==> src/dfpc_params.svh <==
// dfpc_params.svh: register indices, field positions, reset values,
// and step prescale counts for the dual fan pwm block.
// assumes plain inclusion by the package and by every design module.
`ifndef DFPC_PARAMS_SVH
`define DFPC_PARAMS_SVH
// register indices; byte address is four times the index
`define DFPC_IDX_FAN_ONE 10'h056
`define DFPC_IDX_FAN_TWO 10'h057
`define DFPC_IDX_CTL 10'h058
// reset values
`define DFPC_SPD_RST 8'h00
`define DFPC_CTL_RST 8'h50
// speed register fields
`define DFPC_FORCE_BIT 0
`define DFPC_DUTY_LO 1
`define DFPC_DUTY_W 6
`define DFPC_SEL_BIT 7
// shared control fields, fan two sits one or two bits higher
`define DFPC_SRC_LO 0
`define DFPC_DBL_LO 2
`define DFPC_TDIV_LO 4
// clocks per pwm step, indexed by {source select, clock select}
`define DFPC_PRESC_00 16'h030D
`define DFPC_PRESC_01 16'h0187
`define DFPC_PRESC_10 16'h001F
`define DFPC_PRESC_11 16'h0010
// axi response codes
`define DFPC_RESP_OKAY 2'h0
`define DFPC_RESP_SLVERR 2'h2
`endif

==> src/dfpc_pkg.sv <==
// dfpc_pkg.sv: shared types of the dual fan pwm block.
// assumes dfpc_params.svh is on the include path.
`include "dfpc_params.svh"
package dfpc_pkg;
  typedef logic [7:0] dfpc_reg_t;
  typedef logic [`DFPC_DUTY_W-1:0] dfpc_duty_t;
  // per fan settings decoded from the registers
  typedef struct packed {
    logic force_hi;
    dfpc_duty_t duty;
    logic clk_sel;
    logic src_sel;
    logic dbl;
    logic [1:0] tach_div;
  } dfpc_cfg_s;
endpackage

==> src/dfpc_chan_if.sv <==
// dfpc_chan_if.sv: carrier between the register core and one fan channel.
// assumes the core drives cfg and the channel modules drive the rest.
`timescale 1ns/1ps
interface dfpc_chan_if;
  import dfpc_pkg::*;
  dfpc_cfg_s cfg;
  logic pin;
  logic tach_tick;
  modport core (output cfg, input pin, input tach_tick);
  modport pwm (input cfg, output pin);
  modport tach (input cfg, output tach_tick);
endinterface

==> src/dfpc_pwm_chan.sv <==
// dfpc_pwm_chan.sv: one fan output, 64-step counter at a chosen rate.
// assumes settings arrive already synchronous to aclk.
`timescale 1ns/1ps
`include "dfpc_params.svh"
module dfpc_pwm_chan
  import dfpc_pkg::*;
(
  // clock and control
  input wire logic aclk,
  input wire logic aresetn,
  input wire logic ce,
  // settings and pin
  dfpc_chan_if.pwm ch
);
  logic [15:0] base;
  logic [15:0] lim_m1;
  logic [15:0] pre_cnt_r;
  logic tick_r;
  dfpc_duty_t step_r;
  logic pin_r;
  logic duty_hi;

  // rate choice from clock select, source select and doubling
  assign base = ch.cfg.src_sel ?
    (ch.cfg.clk_sel ? `DFPC_PRESC_11 : `DFPC_PRESC_10) :
    (ch.cfg.clk_sel ? `DFPC_PRESC_01 : `DFPC_PRESC_00);
  assign lim_m1 = (ch.cfg.dbl ? {1'b0, base[15:1]} : base)
    - 16'h0001;
  assign duty_hi = step_r < ch.cfg.duty;
  assign ch.pin = pin_r;

  // step prescaler
  always_ff @(posedge aclk) begin
    if (!aresetn) begin
      pre_cnt_r <= 16'h0000;
      tick_r <= 1'b0;
    end else if (ce) begin
      tick_r <= pre_cnt_r >= lim_m1;
      pre_cnt_r <= (pre_cnt_r >= lim_m1) ? 16'h0000 : pre_cnt_r + 16'h0001;
    end
  end

  // 64-step counter and pin
  always_ff @(posedge aclk) begin
    if (!aresetn) begin
      step_r <= '0;
      pin_r <= 1'b0;
    end else if (ce) begin
      if (tick_r) begin
        step_r <= step_r + 6'h01;
      end
      pin_r <= ch.cfg.force_hi | duty_hi;
    end
  end
endmodule // dfpc_pwm_chan

==> src/dfpc_tach_scaler.sv <==
// dfpc_tach_scaler.sv: count clock enable for one tachometer counter.
// assumes the counter itself lives outside and uses tach_tick.
`timescale 1ns/1ps
`include "dfpc_params.svh"
module dfpc_tach_scaler
  import dfpc_pkg::*;
(
  // clock and control
  input wire logic aclk,
  input wire logic aresetn,
  input wire logic ce,
  // settings and tick
  dfpc_chan_if.tach ch
);
  logic [2:0] lim;
  logic [2:0] cnt_r;
  logic tick_r;

  // divide by 1, 2, 4 or 8
  assign lim = 3'((4'h1 << ch.cfg.tach_div) - 4'h1);
  assign ch.tach_tick = tick_r;

  // divider counter
  always_ff @(posedge aclk) begin
    if (!aresetn) begin
      cnt_r <= 3'h0;
      tick_r <= 1'b0;
    end else if (ce) begin
      tick_r <= cnt_r >= lim;
      cnt_r <= (cnt_r >= lim) ? 3'h0 : cnt_r + 3'h1;
    end
  end
endmodule // dfpc_tach_scaler

==> src/dfpc_top.sv <==
// dfpc_top.sv: dual fan pwm control, axi4-lite registers and two channels.
// assumes a single 50 MHz aclk and a synchronous active-low reset.
//
// Operation
// - force bit set holds the fan pin high, else duty field rules
// - six-bit duty sets high steps; zero low, 32 half, 63 high 1 low
// - fan one rate from its clock select, source select, doubling bit
// - fan one doubling bit 2 set doubles the selected rate
// - fan two doubling bit 3 set doubles the selected rate
// - fan two speed register matches fan one layout and behaviour
// - fan two rate from its bit 7, control bits 1 and 3
// - control bits 5:4 scale fan one tach clock; 00 by 1, 01 by 2
// - tach divisor code 10 divides by 4, code 11 by 8
// - control bits 7:6 scale fan two tach clock, same codes
// - reset clears both speed registers and loads control with 0x50
//
// Chosen here: register access over AXI4-Lite.
`timescale 1ns/1ps
`include "dfpc_params.svh"
module dfpc_top
  import dfpc_pkg::*;
(
  // clock, reset, enable
  input wire logic aclk,
  input wire logic aresetn,
  input wire logic ce,
  // write address
  input wire logic [11:0] s_axi_awaddr,
  input wire logic [2:0] s_axi_awprot,
  input wire logic s_axi_awvalid,
  output logic s_axi_awready,
  // write data
  input wire logic [31:0] s_axi_wdata,
  input wire logic [3:0] s_axi_wstrb,
  input wire logic s_axi_wvalid,
  output logic s_axi_wready,
  // write response
  output logic [1:0] s_axi_bresp,
  output logic s_axi_bvalid,
  input wire logic s_axi_bready,
  // read address
  input wire logic [11:0] s_axi_araddr,
  input wire logic [2:0] s_axi_arprot,
  input wire logic s_axi_arvalid,
  output logic s_axi_arready,
  // read data
  output logic [31:0] s_axi_rdata,
  output logic [1:0] s_axi_rresp,
  output logic s_axi_rvalid,
  input wire logic s_axi_rready,
  // fan pins and tach count enables
  output logic first_fan_output,
  output logic second_fan_output,
  output logic first_fan_tach_tick,
  output logic second_fan_tach_tick
);
  // register storage
  dfpc_reg_t spd_r [2];
  dfpc_reg_t ctl_r;

  // write channel state
  logic aw_full_r;
  logic w_full_r;
  logic [9:0] aw_idx_r;
  logic [7:0] w_data_r;
  logic w_strb0_r;
  logic awready_r;
  logic wready_r;
  logic bvalid_r;
  logic [1:0] bresp_r;

  // read channel state
  logic arready_r;
  logic rvalid_r;
  logic [31:0] rdata_r;
  logic [1:0] rresp_r;

  // handshakes and next values
  logic aw_hs;
  logic w_hs;
  logic ar_hs;
  logic do_wr;
  logic aw_full_nxt;
  logic w_full_nxt;
  logic bvalid_nxt;
  logic rvalid_nxt;

  // write decode
  logic wr_one;
  logic wr_two;
  logic wr_ctl;
  logic wr_hit;

  // read decode
  logic [9:0] rd_idx;
  logic rd_one;
  logic rd_two;
  logic rd_ctl;
  logic rd_hit;
  logic [7:0] rd_val;

  // channel carriers
  dfpc_chan_if ch [2] ();

  // handshake terms
  assign aw_hs = s_axi_awvalid & awready_r;
  assign w_hs = s_axi_wvalid & wready_r;
  assign ar_hs = s_axi_arvalid & arready_r;
  assign do_wr = aw_full_r & w_full_r;

  // holding and response next state
  assign aw_full_nxt = (aw_full_r | aw_hs) & ~do_wr;
  assign w_full_nxt = (w_full_r | w_hs) & ~do_wr;
  assign bvalid_nxt = do_wr | (bvalid_r & ~s_axi_bready);
  assign rvalid_nxt = ar_hs | (rvalid_r & ~s_axi_rready);

  // write address decode on the held word index
  assign wr_one = aw_idx_r == `DFPC_IDX_FAN_ONE;
  assign wr_two = aw_idx_r == `DFPC_IDX_FAN_TWO;
  assign wr_ctl = aw_idx_r == `DFPC_IDX_CTL;
  assign wr_hit = wr_one | wr_two | wr_ctl;

  // read address decode and data select
  assign rd_idx = s_axi_araddr[11:2];
  assign rd_one = rd_idx == `DFPC_IDX_FAN_ONE;
  assign rd_two = rd_idx == `DFPC_IDX_FAN_TWO;
  assign rd_ctl = rd_idx == `DFPC_IDX_CTL;
  assign rd_hit = rd_one | rd_two | rd_ctl;
  assign rd_val = rd_one ? spd_r[0] :
                  rd_two ? spd_r[1] :
                  rd_ctl ? ctl_r : 8'h00;

  // bus outputs straight from flops
  assign s_axi_awready = awready_r;
  assign s_axi_wready = wready_r;
  assign s_axi_bvalid = bvalid_r;
  assign s_axi_bresp = bresp_r;
  assign s_axi_arready = arready_r;
  assign s_axi_rvalid = rvalid_r;
  assign s_axi_rdata = rdata_r;
  assign s_axi_rresp = rresp_r;

  // write address and data holding, either order
  always_ff @(posedge aclk) begin
    if (!aresetn) begin
      aw_full_r <= 1'b0;
      w_full_r <= 1'b0;
      aw_idx_r <= 10'h000;
      w_data_r <= 8'h00;
      w_strb0_r <= 1'b0;
    end else if (ce) begin
      aw_full_r <= aw_full_nxt;
      w_full_r <= w_full_nxt;
      if (aw_hs) begin
        aw_idx_r <= s_axi_awaddr[11:2];
      end
      if (w_hs) begin
        w_data_r <= s_axi_wdata[7:0];
        w_strb0_r <= s_axi_wstrb[0];
      end
    end
  end

  // write ready and response
  always_ff @(posedge aclk) begin
    if (!aresetn) begin
      awready_r <= 1'b1;
      wready_r <= 1'b1;
      bvalid_r <= 1'b0;
      bresp_r <= `DFPC_RESP_OKAY;
    end else if (ce) begin
      awready_r <= ~aw_full_nxt & ~bvalid_nxt;
      wready_r <= ~w_full_nxt & ~bvalid_nxt;
      bvalid_r <= bvalid_nxt;
      if (do_wr) begin
        bresp_r <= wr_hit ? `DFPC_RESP_OKAY : `DFPC_RESP_SLVERR;
      end
    end
  end

  // register writes, low byte lane only
  always_ff @(posedge aclk) begin
    if (!aresetn) begin
      spd_r[0] <= `DFPC_SPD_RST;
      spd_r[1] <= `DFPC_SPD_RST;
      ctl_r <= `DFPC_CTL_RST;
    end else if (ce && do_wr && w_strb0_r) begin
      if (wr_one) begin
        spd_r[0] <= w_data_r;
      end
      if (wr_two) begin
        spd_r[1] <= w_data_r;
      end
      if (wr_ctl) begin
        ctl_r <= w_data_r;
      end
    end
  end

  // read channel, one read at a time
  always_ff @(posedge aclk) begin
    if (!aresetn) begin
      arready_r <= 1'b1;
      rvalid_r <= 1'b0;
      rdata_r <= 32'h00000000;
      rresp_r <= `DFPC_RESP_OKAY;
    end else if (ce) begin
      arready_r <= ~rvalid_nxt;
      rvalid_r <= rvalid_nxt;
      if (ar_hs) begin
        rdata_r <= {24'h000000, rd_val};
        rresp_r <= rd_hit ? `DFPC_RESP_OKAY : `DFPC_RESP_SLVERR;
      end
    end
  end

  // per fan settings and channel instances
  for (genvar g = 0; g < 2; g++) begin : g_fan
    assign ch[g].cfg.force_hi = spd_r[g][`DFPC_FORCE_BIT];
    assign ch[g].cfg.duty =
      spd_r[g][`DFPC_DUTY_LO +: `DFPC_DUTY_W];
    assign ch[g].cfg.clk_sel = spd_r[g][`DFPC_SEL_BIT];
    assign ch[g].cfg.src_sel = ctl_r[`DFPC_SRC_LO + g];
    assign ch[g].cfg.dbl = ctl_r[`DFPC_DBL_LO + g];
    assign ch[g].cfg.tach_div =
      ctl_r[`DFPC_TDIV_LO + 2 * g +: 2];

    dfpc_pwm_chan u_pwm (
      .aclk(aclk),
      .aresetn(aresetn),
      .ce(ce),
      .ch(ch[g])
    );

    dfpc_tach_scaler u_tach (
      .aclk(aclk),
      .aresetn(aresetn),
      .ce(ce),
      .ch(ch[g])
    );
  end

  // pins and ticks from channel flops
  assign first_fan_output = ch[0].pin;
  assign second_fan_output = ch[1].pin;
  assign first_fan_tach_tick = ch[0].tach_tick;
  assign second_fan_tach_tick = ch[1].tach_tick;
endmodule // dfpc_top

==> config.mk <==
export PLATFORM = sky130hd
export DESIGN_NAME = dfpc_top
export DESIGN_NICKNAME = d
export VERILOG_FILES = /design/src/dfpc_pkg.sv /design/src/dfpc_chan_if.sv /design/src/dfpc_pwm_chan.sv /design/src/dfpc_tach_scaler.sv /design/src/dfpc_top.sv
export VERILOG_INCLUDE_DIRS = /design/src
export SDC_FILE = /design/constraint.sdc
export NUM_CORES = 1
export LEC_CHECK = 0
export ABC_AREA = 1
export BUFFER_PORTS_ARGS = -buffer_cell sky130_fd_sc_hd__buf_2
export CAP_MARGIN = 30
export CORE_ASPECT_RATIO = 0.6
export CORE_UTILIZATION = 45
export CTS_CLUSTER_SIZE = 12
export DETAILED_ROUTE_END_ITERATION = 6
export PLACE_DENSITY = 0.67
export SLEW_MARGIN = 20
export SYNTH_ARGS = -nofsm -noshare
export SYNTH_HDL_FRONTEND = slang
export SYNTH_SLANG_ARGS = --single-unit
==> constraint.sdc <==
create_clock -name aclk -period 8.03 [get_ports aclk]
set_input_delay 0.803 -clock aclk [delete_from_list [all_inputs] [get_ports aclk]]
set_output_delay 0.803 -clock aclk [all_outputs]
set_load 0.005 [all_outputs]
; Word-level counts from Yosys, hierarchy flattened
; Memory sizes are Yosys's and may differ from the RTL's.
; Index checks and enable logic that the tools add are counted.
[word_totals]
output_inout_bits = 45
elab_cells = 117
mem_count = 1
reg_bits = 102
mem_bits_rw = 16
inputBits = 74
[classes]
muxes = 28
magnitude_cmp = 6
bitwise = 29
n_eq_ne = 6
n_addsub = 10
n_reduce_logical = 9
n_shift = 2
[memory_table]
columns = memory, depth, word_bits, read_ports, rd_ports_with_merged_regs, write_ports, line_no
row1 = spd_r, 2, 8, 2, 0, 2, dfpc_top.sv:58  ; dfpc_reg_t spd_r [2];
[op_table]
columns = cell, count
row1 = 2-to-1 mux 16 bit, 6
row2 = "== test 10 x 7 -> 1 bit, second input constant", 6
row3 = 2-to-1 mux 8 bit, 5
row4 = "adder 16 x 1 -> 16 bit, second input constant", 2
row5 = >= comparator 16 bit, 2
row6 = "subtractor 16 x 1 -> 16 bit, second input constant", 2
row7 = 2-to-1 mux 10 bit, 2
row8 = AND reduction 2 bit, 7
row9 = "adder 6 x 1 -> 6 bit, second input constant", 2
row10 = less-than comparator 6 bit, 2
row11 = bitwise OR 1 bit, 12
row12 = bitwise AND 1 bit, 10
row13 = 2-to-1 mux 1 bit, 9
row14 = 2-to-1 mux 4 bit, 2
row15 = inverter 1 bit, 7
row16 = "adder 3 x 1 -> 3 bit, second input constant", 2
row17 = >= comparator 3 bit, 2
row18 = 2-to-1 mux 3 bit, 2
row19 = "left shift 1 x 2 -> 3 bit, first input constant", 2
row20 = "subtractor 3 x 1 -> 3 bit, second input constant", 2
row21 = 2-to-1 mux 2 bit, 2
row22 = logical AND 1 bit, 2

; Depth between registers and ports, before layout
[depth]
depth_word = 7
ltp_mapped = 22
mapped_depth_nobuf = 21

; Hierarchy
; A second synthesis with hierarchy kept.
[unflattened]
hier_cells = 859
hier_area_um2 = 6463.7
[modules_own_cells]
columns = mod, seq_area_each_um2, n_inst, area_each_um2, cells_each
row1 = dfpc_pwm_chan, 480.5, 2, 1611.5, 223
row2 = dfpc_top, 1361.3, 1, 2752.6, 349
row3 = dfpc_tach_scaler, 80.1, 2, 244.0, 32

; Worst setup path after synthesis
; Ideal clock, no wire load.
[synth_timing]
kind = register to register
from = register ctl_r[1]
to = register g_fan[1].u_pwm.pre_cnt_r[4]
required_time_ps = 7913
n_path_buf = 1
synth_period_minus_slack_ps = 2635
stages_incl_launch_ff = 23
path_slack_ps = 5395
arrival_time_ps = 2518
setup_time_ps = 117
path_cell_list = dfxtp_1 inv_1 ha_1 inv_1 nand2_1 o21ai_0 nand2_1 nor2_1 nand3_1 o21a_1 ha_1 nand2_1 nor2_1 nand2_1 nand2_1 nor2_1 nand2_1 nand2_1 nand2_1 nand2_1 nand2_1 buf_2 nor2_1
[synth_via]
elab_chain_cells = 5
[synth_rtl]
columns = element, line_no
row1 = start: declaration, dfpc_top.sv:59  ; dfpc_reg_t ctl_r;
row2 = start signal: assignment, dfpc_top.sv:186  ; ctl_r <= `DFPC_CTL_RST;
row3 = start signal: assignment, dfpc_top.sv:195  ; ctl_r <= w_data_r;
row4 = 2-to-1 mux 16 bit, dfpc_pwm_chan.sv:24  ; assign base = ch.cfg.src_sel ?
row5 = 2-to-1 mux 16 bit, dfpc_pwm_chan.sv:27  ; assign lim_m1 = (ch.cfg.dbl ? {1'b0, base[15:1]} : base)
row6 = subtractor 16 x 1 -> 16 bit, dfpc_pwm_chan.sv:28  ; - 16'h0001;
row7 = >= comparator 16 bit, dfpc_pwm_chan.sv:39  ; pre_cnt_r <= (pre_cnt_r >= lim_m1) ? 16'h0000 : pre_cnt_r + 16'h0001;
row8 = 2-to-1 mux 16 bit, dfpc_pwm_chan.sv:39
row9 = end signal: assignment, dfpc_pwm_chan.sv:39
row10 = end: declaration, dfpc_pwm_chan.sv:17  ; logic [15:0] pre_cnt_r;
; Every way passes these cells.
; A chain may end at the register's enable or synchronous reset.

==> results.md <==
* Filler cell count at around 1,200
* # Max-Cap Violations at 0
* Clock Latency Late Sink at between 0.4 and 0.5 ns
* Drt first-iter violations at between 200 and 300
* Via Count at around 5,000
* Critical path launch point type: flop
* Max IR drop VDD at around 110 uV
* Nets@finish at 979
* Mapped Area at a little over 6000 um2
* N_diodes at 0
* # setup viols final at 0
* CTS tree: built
* Failing checks: design-rule violations
* Initial core utilization at 47.0%
* Routed length per instance at about 13 um
* DP Worst Slack at about 5 ns
* Cells after synthesis at 796
* Std-Cell Core Area at about 13,000 um2
* Critical path depth at 21
* Hold Crit Depth at 2
* Worst-margin pin slew at approximately 0.66 ns
* R2r endpoint: g_fan[1].u_pwm.pre_cnt_r[9]
* Die width at ~150 um
* Final Skew at 0.00895 ns
* GRT Overall Usage at 19.4%
* Max Slew Vio Count at 0
* Setup TNS at 0 ns
* Area contributors post-synth: dfxtp_1 33%, ha_1 11%, nand2_1 8.1%
* Hold_sp: aw_idx_r[4]
* Syn. warnings at 0
* Largest net degree at the start of global routing at 53
* Worst path max stage delay at roughly 0.54 ns
* Clock tree sinks at ~120
* DR vias/cell at 4.86
* Reg2reg path depth at 21
* Final setup margin at ~4.8 ns
* WS Path Type: reg2reg
* Area Overhead vs Synth at 15.0%
* Fmax at between 300 and 400 MHz
* Number of global-route vias before repair at ~4,400
* Crit end category: flop
* CTS resizes at 0
* Residual DRC at 7
* #FFs+latches synth at about 120
* Cell Chain, Critical Path: inv_1 -> ha_1 -> inv_1 -> nand2_1 -> o21ai_0 -> nand2_1 -> nor2_1 -> nand3_1 -> o21a_1 -> ha_1 -> nand2_1 -> nor2_1 -> nand2_1 -> nand2_1 -> nor2_1 -> nand2_1 -> nand2_1 -> nand2_1 -> nand2_1 -> nand2_1 -> nor2_1
* Synth Area per Inst at ~7.7 um2
* Hold Crit Class: reg2reg
* Finished Cell Area at 7060 um2
* DRT antenna net count at 0
* CTS max path bufs at 2
* RSZ-0062 raised after global routing: false
* Hold endpoint: aw_idx_r[4]
* Post-DP HPWL at between 9 and 10 mm
* Cell mode on critical path: nand2_1
* Total power at between 1500 and 2000 uW
* Final wirelength at approximately 13 mm
* Die height at slightly above 90 um
* I/O Pins at between 100 and 150
* Num CTS Buffers at 17
* Dpl cell area at 6440 um2
* IO buf count at between 50 and 60
* Critical path arrival at around 3.5 ns
* Routability cong. at 0.828
* Clk slew on worst S/H paths at 0.06 ns
* Pwr Density at 214 nW/um2
* WP buf/inv at 2
* Root Driver: clkbuf_16
* Total die area at about 14,000 um2
* Static leakage power at ~0.0031 uW
* H-tree Lvls at 4
* Fin util at a little over half
* Tmin final at ~3.2 ns
* Cts hold-fix bufs at 0
* Grt total ovfl at 0
* Num rows at 32
* Detailed Routing Iterations Pass 1 at 7
* Crit path from: spd_r[0][15]
* WP data required at 8.33 ns
* Status: complete, but fails checks
* Fin crit share at between 40 and 50%
* Post-CTS Setup Inserts at 0
* Post-synthesis sequential area ratio at 40.5%
* Synth top area share at between 30% and 40%
* Slew headroom at 55.7%
* Top fanout value on the critical path at 11
* Worst R2R Setup Slack at 4.81 ns
* Crit-path leading delay family: simple AND/OR/NAND/NOR gates
* Initial antenna violation count at 0
* Final hold violation count at 0
* Post-synth cell types at 35
* Worst r2r src: spd_r[0][15]
* Crit path max-delay cell type: edfxtp_1
* Layout cells sized above 1 at about an eighth
* Largest area contributor in the netlist: dfxtp_1
* First-pass GRT wire length at roughly 21 mm
-- Yosys cell counts, drive strengths merged --
| cell type | instances |
|---|---|
| nand4 | 10 |
| o21a | 5 |
| o21bai | 2 |
| dfxtp | 100 |
| ha | 54 |
| clkbuf | 7 |
| o21ai | 64 |
| nand3b | 4 |
| xor2 | 14 |
| edfxtp | 16 |
| nand2 | 132 |
| o2111ai | 1 |
| nand3 | 35 |
| xnor2 | 5 |
| a21oi | 56 |
| o211ai | 4 |
| conb | 1 |
| inv | 103 |
| clkinv | 1 |
| a31oi | 2 |
| o22ai | 8 |
| and3 | 2 |
| buf | 41 |
| nor2 | 105 |
| nor3 | 19 |
| mux2i | 2 |
| or2 | 3 |
-- per-layer routing --
| metal | part of all wire (%) | global-route usage (%) | routed length [um] |
|---|---|---|---|
| met4 | 1.3 | 7.32 | 180 |
| met1 | 55 | 29.8 | 7350 |
| met5 | 0 | 0 | 0 |
| met3 | 6.9 | 4.40 | 915 |
| met2 | 37 | 25.5 | 4890 |
-- worst max-delay path by stage --
stage | end | slack [ns]
2_1_floorplan | g_fan[1].u_pwm.pre_cnt_r[4] | 5.40
3_3_place_gp | g_fan[1].u_pwm.pre_cnt_r[10] | 4.92
3_5_place_dp | g_fan[1].u_pwm.pre_cnt_r[9] | 4.86
4_1_cts | g_fan[1].u_pwm.pre_cnt_r[9] | 4.83
5_1_grt | g_fan[1].u_pwm.pre_cnt_r[1] | 4.46
6_report | g_fan[1].u_pwm.pre_cnt_r[9] | 4.81
-- layout by cell type (no fill, tap or decap) --
cell         n
clkinv_4     3
dfxtp_1    100
inv_8        2
conb_1      26
inv_6        5
or2_2        3
ha_1        54
nor2_2       9
nand4_1     10
a31oi_1      2
mux2i_1      2
inv_1      101
o21bai_1     2
xnor2_1      5
a21oi_1     56
o211ai_1     4
and3_1       2
buf_2       55
nand3_2      5
buf_4        4
nor3_1      19
o2111ai_1    1
nand3_1     30
o22ai_1      7
edfxtp_1    16
o21ai_0     61
nor2_1      96
nand2_1    132
nand3b_1     4
inv_2        2
bufinv_16    2
o22ai_2      1
clkinv_1     2
o21a_1       5
inv_4        1
o21ai_1      3
clkbuf_16   18
xor2_1      14
-- per-stage QoR --
stage,std cells,hold WS (ns)
final,1034,0.447
after global routing,1034,0.472
after CTS,1034,0.448
after detailed placement,1002,0.430
after global placement,1002,0.429
after floorplan,821,0.418
-- worst min-delay path, delay by kind of cell, from the launching register on --
family	cells	cell delay (ns)
buffers and inverters	1	0.05
flip-flops	1	0.31
AO/OA/AOI/OAI	1	0.05
-- logic make-up (layout without fill, tap and decap cells) --
logic type                 Yosys count  after routing  synth area share, %
xor gates and xnor gates            19             19                 2.71
buffers and inverters              152            195                 11.3
adders and majority gates           54             54                 11.0
AOI/OAI and AO/OA                  142            142                 12.4
and+or+nand+nor                    310            310                 21.7
muxes                                2              2                0.326
other                                1             26               0.0611
DFF                                116            116                 40.5
-- area by class of cell --
| cell class | instances | area [um2] | area share, % |
|---|---|---|---|
| flip-flops and latches | 116 | 2480 | 35.2 |
| inverters | 104 | 390 | 5.53 |
| well taps | 170 | 213 | 3.01 |
| repair buffers | 59 | 305 | 4.33 |
| clock inverters | 14 | 163 | 2.31 |
| clock buffers | 18 | 450 | 6.38 |
| multi-input cells | 553 | 3050 | 43.3 |
-- registers in the layout (all words and copies together), names as in the netlist, 2 cells and up --
name                       count
g_fan.u_pwm.pre_cnt_r         32
spd_r                         16
g_fan.u_pwm.step_r            12
aw_idx_r                      10
ctl_r                          8
s_axi_rdata                    8
w_data_r                       8
g_fan.u_tach.cnt_r             6
g_fan.u_pwm.ch.pin             2
g_fan.u_pwm.tick_r             2
g_fan.u_tach.ch.tach_tick      2
-- report_power, final --
group | switching [uW] | internal (uW) | total (uW)
Combinational | 62.8 | 35.5 | 98.3
Sequential | 12.6 | 609 | 621
Clock | 305 | 484 | 789
No activity file was read; power rests on OpenSTA's default activity.
